**src/shared/txcmd_pkg.sv**
```systemverilog
package txcmd_pkg;

   // ----------------------------------------------------------------
   // register map (byte addresses)
   // ----------------------------------------------------------------
   localparam logic [11:0] ADDR_EVT_STS  = 12'h000;
   localparam logic [11:0] ADDR_INT_MASK = 12'h004;
   localparam logic [11:0] ADDR_CTRL     = 12'h008;
   localparam logic [11:0] ADDR_STATUS   = 12'h00C;

   localparam logic [31:0] EVT_STS_RESET  = 32'h0000_0000;
   localparam logic [31:0] INT_MASK_RESET = 32'h0000_0000;
   localparam logic [31:0] CTRL_RESET     = 32'h0000_0001;

   // interrupt status / mask bit: transmit error
   localparam int TX_ERR_BIT = 0;
   // control: parser enable
   localparam int ENABLE_BIT = 0;
   // status fields
   localparam int ST_SUM_LSB  = 0;
   localparam int ST_OPEN_BIT = 12;
   localparam int ST_OFF_LSB  = 16;

   // ----------------------------------------------------------------
   // first command word layout
   // ----------------------------------------------------------------
   localparam int A_OFF_MSB   = 17;
   localparam int A_OFF_LSB   = 16;
   localparam int A_FIRST_BIT = 13;
   localparam int A_LAST_BIT  = 12;
   localparam int A_CNT_MSB   = 10;
   localparam int A_CNT_LSB   = 0;

   // ----------------------------------------------------------------
   // second command word layout
   // ----------------------------------------------------------------
   localparam int          B_LEN_MSB = 10;
   localparam int          B_LEN_LSB = 0;
   localparam logic [31:0] B_CSUM_MASK = 32'h0000_4000;

   typedef enum logic [1:0] {
      ST_CMD_A = 2'b00,
      ST_CMD_B = 2'b01,
      ST_DATA  = 2'b11
   } parse_state_t;

endpackage
```
**src/rtl/tx_cmd_parser.sv**
```systemverilog
// The implementer's own choices: the placing of the registers and the APB slave port.
`timescale 1ns/1ps
module tx_cmd_parser #(
   parameter int CNT_W = 11
) (
   input  wire logic        pclk,
   input  wire logic        presetn,
   input  wire logic        psel,
   input  wire logic        penable,
   input  wire logic        pwrite,
   input  wire logic [11:0] paddr,
   input  wire logic [31:0] pwdata,
   output logic      [31:0] prdata,
   output logic             pready,
   output logic             pslverr,
   output logic             irq,
   input  wire logic [31:0] in_data,
   input  wire logic        in_valid,
   output logic             in_ready,
   output logic [31:0]      mac_data,
   output logic [3:0]       mac_be,
   output logic             mac_valid,
   output logic             mac_last,
   input  wire logic        mac_ready,
   output logic             ep_error_report
);

   // ----------------------------------------------------------------
   // state
   // ----------------------------------------------------------------
   txcmd_pkg::parse_state_t st_reg, st_next;
   logic [31:0]      sts_reg, mask_reg, ctrl_reg;
   logic [31:0]      prdata_reg;
   logic             pready_reg, pslverr_reg, irq_reg;
   logic             in_ready_reg;
   logic [31:0]      out_data_reg;
   logic [3:0]       out_be_reg;
   logic             out_valid_reg, out_last_reg, ep_reg;
   logic [1:0]       off_reg;
   logic             seg_first_reg, seg_last_reg;
   logic [CNT_W-1:0] cnt_reg;
   logic [CNT_W:0]   sum_reg;
   logic [CNT_W-1:0] len_reg;
   logic [31:0]      ref_b_reg;
   logic             open_reg;
   logic [CNT_W-1:0] words_reg;
   logic             first_word_reg;
   logic [1:0]       tail_reg;

   // ----------------------------------------------------------------
   // decode
   // ----------------------------------------------------------------
   wire acc     = in_valid && in_ready_reg;
   wire acc_a   = acc && (st_reg == txcmd_pkg::ST_CMD_A);
   wire acc_b   = acc && (st_reg == txcmd_pkg::ST_CMD_B);
   wire acc_d   = acc && (st_reg == txcmd_pkg::ST_DATA);
   // only the defined fields are looked at; 31:18, 15:14, 11 dropped
   wire [1:0]       a_off   = in_data[txcmd_pkg::A_OFF_MSB:txcmd_pkg::A_OFF_LSB];
   wire             a_first = in_data[txcmd_pkg::A_FIRST_BIT];
   wire             a_last  = in_data[txcmd_pkg::A_LAST_BIT];
   wire [CNT_W-1:0] a_cnt   = in_data[txcmd_pkg::A_CNT_MSB:txcmd_pkg::A_CNT_LSB];
   wire [CNT_W-1:0] b_len   = in_data[txcmd_pkg::B_LEN_MSB:txcmd_pkg::B_LEN_LSB];
   wire [31:0]      b_cmp   = in_data & ~txcmd_pkg::B_CSUM_MASK;
   // offset plus count spans the words; the rest of the last word is filler
   wire [CNT_W+1:0] span    = {2'b00, cnt_reg} + {{CNT_W{1'b0}}, off_reg} + (CNT_W+2)'(3);
   wire [CNT_W-1:0] nwords  = span[CNT_W+1:2];
   wire [1:0]       tail    = 2'(cnt_reg) + off_reg;
   wire [CNT_W:0]   sum_new = seg_first_reg ? {1'b0, cnt_reg} : sum_reg + {1'b0, cnt_reg};
   wire             err_seq = !seg_first_reg && !open_reg;
   wire             err_b   = !seg_first_reg && open_reg && (b_cmp != ref_b_reg);
   wire             err_len = seg_last_reg && (sum_new != {1'b0, (seg_first_reg ? b_len : len_reg)});
   wire             err_evt = acc_b && (err_seq || err_b || err_len);

   // lane masks: leading lanes below the offset, trailing lanes past the tail
   wire [3:0] lead_mask = 4'hF << off_reg;
   wire [3:0] trail_mask = (tail_reg == 2'd0) ? 4'hF : ~(4'hF << tail_reg);
   wire       last_word  = (words_reg == CNT_W'(1));
   wire [3:0] be_now     = (first_word_reg ? lead_mask : 4'hF) & (last_word ? trail_mask : 4'hF);

   // ----------------------------------------------------------------
   // parser sequence
   // ----------------------------------------------------------------
   always_comb begin
      st_next = st_reg;
      unique case (st_reg)
         txcmd_pkg::ST_CMD_A: if (acc) st_next = txcmd_pkg::ST_CMD_B;
         txcmd_pkg::ST_CMD_B: if (acc) st_next = (nwords == '0) ? txcmd_pkg::ST_CMD_A : txcmd_pkg::ST_DATA;
         txcmd_pkg::ST_DATA:  if (acc && last_word) st_next = txcmd_pkg::ST_CMD_A;
         default:             st_next = txcmd_pkg::ST_CMD_A;
      endcase
   end

   always_ff @(posedge pclk or negedge presetn) begin
      if (!presetn) begin
         st_reg        <= txcmd_pkg::ST_CMD_A;
         off_reg       <= '0;
         seg_first_reg <= 1'b0;
         seg_last_reg  <= 1'b0;
         cnt_reg       <= '0;
      end else begin
         st_reg <= st_next;
         if (acc_a) begin
            off_reg       <= a_off;
            seg_first_reg <= a_first;
            seg_last_reg  <= a_last;
            cnt_reg       <= a_cnt;
         end
      end
   end

   // frame bookkeeping
   always_ff @(posedge pclk or negedge presetn) begin
      if (!presetn) begin
         sum_reg   <= '0;
         len_reg   <= '0;
         ref_b_reg <= '0;
         open_reg  <= 1'b0;
      end else if (acc_b) begin
         sum_reg  <= sum_new;
         open_reg <= !seg_last_reg;
         if (seg_first_reg) begin
            len_reg   <= b_len;
            ref_b_reg <= b_cmp;
         end
      end
   end

   // data word counting
   always_ff @(posedge pclk or negedge presetn) begin
      if (!presetn) begin
         words_reg      <= '0;
         first_word_reg <= 1'b0;
         tail_reg       <= '0;
      end else if (acc_b) begin
         words_reg      <= nwords;
         first_word_reg <= 1'b1;
         tail_reg       <= tail;
      end else if (acc_d) begin
         words_reg      <= words_reg - CNT_W'(1);
         first_word_reg <= 1'b0;
      end
   end

   // ----------------------------------------------------------------
   // output stage toward the mac
   // ----------------------------------------------------------------
   // a word with no live lane is swallowed, never presented
   wire fwd        = acc_d && (be_now != 4'h0);
   wire ovalid_nxt = fwd || (out_valid_reg && !mac_ready);
   // registered ready costs one bubble per forwarded data word; chosen to keep ports flop-driven
   wire ready_nxt  = ctrl_reg[txcmd_pkg::ENABLE_BIT] && !ovalid_nxt;

   always_ff @(posedge pclk or negedge presetn) begin
      if (!presetn) begin
         out_valid_reg <= 1'b0;
         out_data_reg  <= '0;
         out_be_reg    <= '0;
         out_last_reg  <= 1'b0;
         in_ready_reg  <= 1'b0;
      end else begin
         out_valid_reg <= ovalid_nxt;
         in_ready_reg  <= ready_nxt;
         if (fwd) begin
            out_data_reg <= in_data;
            out_be_reg   <= be_now;
            out_last_reg <= last_word && seg_last_reg;
         end
      end
   end

   // ----------------------------------------------------------------
   // apb slave and interrupt
   // ----------------------------------------------------------------
   wire setup    = psel && !penable;
   wire wr_en    = psel && penable && pready_reg && pwrite && !pslverr_reg;
   wire hit_sts  = (paddr == txcmd_pkg::ADDR_EVT_STS);
   wire hit_mask = (paddr == txcmd_pkg::ADDR_INT_MASK);
   wire hit_ctrl = (paddr == txcmd_pkg::ADDR_CTRL);
   wire hit_stat = (paddr == txcmd_pkg::ADDR_STATUS);
   wire mapped   = hit_sts || hit_mask || hit_ctrl || hit_stat;
   wire [31:0] stat_word = ({{(31-CNT_W){1'b0}}, sum_reg} << txcmd_pkg::ST_SUM_LSB)
                         | ({31'h0, open_reg} << txcmd_pkg::ST_OPEN_BIT)
                         | ({30'h0, off_reg} << txcmd_pkg::ST_OFF_LSB);
   wire [31:0] rd_mux = hit_sts  ? sts_reg :
                        hit_mask ? mask_reg :
                        hit_ctrl ? ctrl_reg :
                        hit_stat ? stat_word : 32'h0000_0000;
   wire [31:0] evt_vec = {31'h0, err_evt} << txcmd_pkg::TX_ERR_BIT;
   wire [31:0] clr_vec = (wr_en && hit_sts) ? pwdata : 32'h0000_0000;
   // set beats clear when both land together
   wire [31:0] sts_next = (sts_reg & ~clr_vec) | evt_vec;

   always_ff @(posedge pclk or negedge presetn) begin
      if (!presetn) begin
         pready_reg  <= 1'b0;
         pslverr_reg <= 1'b0;
         prdata_reg  <= '0;
      end else begin
         pready_reg  <= setup;
         pslverr_reg <= setup && !mapped;
         if (setup) prdata_reg <= rd_mux;
      end
   end

   always_ff @(posedge pclk or negedge presetn) begin
      if (!presetn) begin
         sts_reg  <= txcmd_pkg::EVT_STS_RESET;
         mask_reg <= txcmd_pkg::INT_MASK_RESET;
         ctrl_reg <= txcmd_pkg::CTRL_RESET;
         irq_reg  <= 1'b0;
         ep_reg   <= 1'b0;
      end else begin
         sts_reg <= sts_next;
         if (wr_en && hit_mask) mask_reg <= pwdata;
         if (wr_en && hit_ctrl) ctrl_reg <= pwdata;
         irq_reg <= |(sts_next & mask_reg);
         ep_reg  <= err_evt;
      end
   end

   assign prdata        = prdata_reg;
   assign pready        = pready_reg;
   assign pslverr       = pslverr_reg;
   assign irq           = irq_reg;
   assign in_ready      = in_ready_reg;
   assign mac_data      = out_data_reg;
   assign mac_be        = out_be_reg;
   assign mac_valid     = out_valid_reg;
   assign mac_last      = out_last_reg;
   assign ep_error_report = ep_reg;
endmodule

```
**config.mk**
```make
export PLATFORM = sky130hd
export DESIGN_NAME = tx_cmd_parser
export DESIGN_NICKNAME = d
export VERILOG_FILES = /design/src/shared/txcmd_pkg.sv /design/src/rtl/tx_cmd_parser.sv
export SDC_FILE = /design/constraint.sdc
export NUM_CORES = 1
export LEC_CHECK = 0
export BUFFER_PORTS_ARGS = -buffer_cell sky130_fd_sc_hd__buf_4
export CAP_MARGIN = 25
export CORE_AREA = 2 2 162 164
export CTS_BUF_LIST = sky130_fd_sc_hd__clkbuf_4 sky130_fd_sc_hd__clkbuf_8 sky130_fd_sc_hd__clkbuf_16
export DETAILED_ROUTE_END_ITERATION = 8
export DIE_AREA = 0 0 164 166
export PLACE_DENSITY = 0.72
export SLEW_MARGIN = 20
export SYNTH_ARGS = -nofsm -noshare
export SYNTH_HDL_FRONTEND = slang
export SYNTH_SLANG_ARGS = --single-unit
```
**constraint.sdc**
```tcl
create_clock -name pclk -period 3.1 [get_ports pclk]
set_input_delay 0.31 -clock pclk [delete_from_list [all_inputs] [get_ports pclk]]
set_output_delay 0.31 -clock pclk [all_outputs]
set_load 0.01 [all_outputs]
```
==> results by group <==
Detailed routing
  • Drt wl/cell: 18.7 um
  • 1st-iter DRT viols: 667
  • Drt first pass iters: 6
  • Routed via count divided by cell count: 5.58
  • Vias: 9,680
  • DRC: 0
  • Post-route ant nets: 0
  • Drt total wl: 32,500 um

Timing
  • Final Setup Violations: 0
  • Max-slew violations: 0
  • Clock Skews: 0.0185 ns
  • Max Freq: 332 MHz
  • Max_slew headroom: 54.3%
  • Hold Fails Final Rpt: 0
  • Setup TNS: 0 ns
  • Worst-Margin Slew: 0.685 ns
  • Final period util: 97.1%
  • Min cycle time layout: 3.01 ns
  • Hold slack: 0.0163 ns

Setup path
  • Crit path max fanout: 4
  • Worst setup EP type: flip-flop
  • Worst EP required: 3.54 ns
  • Arr. time, crit path: 3.45 ns
  • Flop-to-flop setup slack: 0.09 ns
  • Startpoint Class: flip-flop
  • Worst Path Class, Setup: reg2reg
  • Reg2Reg Depth: 10

Clock tree
  • Worst skew pair latency: 0.55 ns
  • Root Driver: clkbuf_16
  • CTS buffer count: 29
  • H-tree depth: 1
  • Clk pin slew, worst setup/hold paths: 0.06 ns
  • CTS tree: built
  • Max clock buf depth: 3
  • Sink Count: 257

Power
  • PD cells: 467 nW/um^2
  • PnR Total Power: 0.00736 W
  • Sequential power share: 45.9%
  • Combinational Power Share: 6.9%
  • Internal: 0.00570 W
  • Switching Fraction: 22.5%
  • Power share of the clock group: 47.2%
  • LEAKAGE: 7.70 nW
  • Net Sw Power: 0.00166 W
  • VDD IR max: 498 uV

Min path
  • Worst hold path depth: 3
  • HP Class: in2reg

Synth
  • Register area share after synthesis: 51.4%
  • Yosys synthesis warning count: 0
  • Post-synth EDFFs: 0
  • Ys async rst share: 100%
  • Syn Std Cell Area: 12,500 sq um
  • Yosys reg bits: 257
  • Top cell type by total area after synthesis: dfrtp_1
  • Mapped Nets: 1,276
  • Netlist cell types: 65
  • Area share of the largest cell type after synthesis: 51.2%
  • Mapped Cells: 1,172
  • Synth Flop Type: dfrtp_1
  • Top cells by area, synth: dfrtp_1 (51%), mux2_2 (9.5%), nand2_1 (6.7%)
  • Avg Cell Area, Syn: 10.7 sq um

Global route
  • Initial antenna violation count: 0
  • GRT Total Usage: 24.0%
  • Global-route wire length before repair: 51,900 um
  • Largest net degree at the start of global routing: 85
  • Vias in the first global route: 9,672
  • Grt ovf: 0

Layout
  • ANT cells: 0
  • Final nets: 1,485
  • Share of layout cells above drive strength 1: 27.7%
  • Final core occ: 61.5%
  • Growth of design area from synthesis to finish: 26.0%
  • Filler Cells Inserted: 2,078

Place
  • Placed wire-length estimate: 22,800 um
  • Port bufs: 157
  • Gpl congestion: 0.916

Floorplanning
  • Starting Density: 48.8%
  • DIE AREA: 27,200 sq um
  • I/O Pins: 158
  • Core area: 25,600 sq um
  • Die width: 164 um
  • Die Y: 166 um
  • Row count: 59

Run status
  • Status: finished, final reports clean

Job
  • Max_cap viols: 0
[cell families (layout without fill, tap and decap cells)]
logic type	after synthesis	in the layout	share of synthesized area, %
AND/OR/NAND/NOR	380	380	13.7
flip-flops	257	257	51.4
AO/OA/AOI/OAI	210	210	10.8
multiplexers	143	143	14.0
XOR/XNOR	71	71	5.08
adder cells (fa/ha/maj)	21	21	2.22
buffers and inverters	90	319	2.78
[power by group through the flow]
stage / clock network [W] / logic, W / registers, W
after floorplan: 0 / 0.000179 / 0.00344
final: 0.00347 / 0.000508 / 0.00338
after global routing: 0.00368 / 0.000558 / 0.00338
after detailed placement: 0 / 0.000452 / 0.00344
after global placement: 0 / 0.000448 / 0.00344
after CTS: 0.00353 / 0.000506 / 0.00338
[worst paths after layout]
kind / start / endpoint
max: cnt_reg[1] / irq
min: in_data[13] / ref_b_reg[13]
max reg2reg: cnt_reg[1] / irq
min reg2reg: prdata[30] / prdata[30]
max in group asynchronous: presetn / ref_b_reg[8]
min in group asynchronous: presetn / sts_reg[21]
[timing repair]
item | in CTS | in global routing
setup endpoints to repair | 1 | 1
buffers inserted | 0 | 1
resized for setup | 1 | 14
hold buffers | 51 | 0
pin swaps | 0 | 4
hold endpoints to repair | 136 | 0
[layout by cell type, fill, tap and decap left out, drive strengths merged, types with 3 or more instances in the layout]
| cell type | synthesis | final |
|---|---|---|
| dfrtp | 256 | 256 |
| nand2 | 223 | 223 |
| buf | 20 | 196 |
| mux2 | 106 | 106 |
| o21ai | 61 | 61 |
| nor2 | 54 | 54 |
| dlygate4sd3 | 0 | 51 |
| xnor2 | 48 | 48 |
| a21oi | 46 | 46 |
| clkbuf | 49 | 44 |
| nand4 | 35 | 35 |
| a21boi | 32 | 32 |
| inv | 21 | 23 |
| mux2i | 22 | 22 |
| xor2 | 22 | 22 |
| ha | 19 | 19 |
| o31ai | 17 | 17 |
| nor3 | 15 | 15 |
| mux4 | 15 | 15 |
| nand3 | 14 | 14 |
| nor4 | 10 | 10 |
| and3 | 6 | 6 |
| a31oi | 6 | 6 |
| a21o | 5 | 5 |
| o211ai | 5 | 5 |
| nor2b | 5 | 5 |
| o2111ai | 4 | 4 |
| a211oi | 4 | 4 |
| nand2b | 4 | 4 |
| or4 | 3 | 3 |
| and2 | 3 | 3 |
| o21a | 3 | 3 |
| o311a | 3 | 3 |
| a211o | 3 | 3 |
| a22o | 3 | 3 |
| o22ai | 3 | 3 |
| clkinv | 0 | 3 |
[cell usage after synthesis, drive strengths merged, types with 3 or more instances]
library cell  count
inv              21
a22o              3
ha               19
nor3             15
nand3            14
mux2            106
o311a             3
o21ai            61
a21oi            46
nor4             10
mux4             15
nand4            35
o2111ai           4
o21a              3
xnor2            48
o211ai            5
a31oi             6
mux2i            22
o31ai            17
nand2b            4
and3              6
nor2b             5
and2              3
o22ai             3
dfrtp           256
nor2             54
nand2           223
a21boi           32
clkbuf           49
buf              20
a21o              5
a211o             3
or4               3
a211oi            4
xor2             22
[area by class of cell]
class	instances	area, sq um	share of cell area, %
clock buffer	44	876	5.56
sequential	257	6430	40.8
clock inverter	7	104	0.659
timing repair buffer	247	2050	13.0
multi-input combinational	825	5800	36.8
tap	335	419	2.66
inverter	21	78.8	0.500
[per-stage QoR]
step	worst slack [ns]	instance area, sq um	cells
3_5_place_dp	-0.0442	14200	1633
3_3_place_gp	-0.0292	14200	1633
4_1_cts	0.0132	15700	1735
2_1_floorplan	0.262	12500	1172
5_1_grt	-0.0458	15800	1736
6_report	0.0904	15800	1736
[worst max-delay path: stages, from the launching register on]
cell	delay (ns)
dfrtp_1	0.42
ha_1	0.34
a211oi_2	0.30
o21ai_1	0.18
and2_1	0.21
a2111oi_1	0.44
o2111ai_1	0.25
nor4_2	0.23
buf_4	0.17
o21ai_1	0.07
a211o_1	0.29
[routing by layer]
metal	track usage, %	share of wire, %	vias up
li1	-	-	4559
met1	33.8	44	4735
met2	39.0	48	326
met3	3.80	6.0	60
met4	6.03	2.5	0
met5	0	0	-
Note: power is estimated with default switching activity, not from simulation.
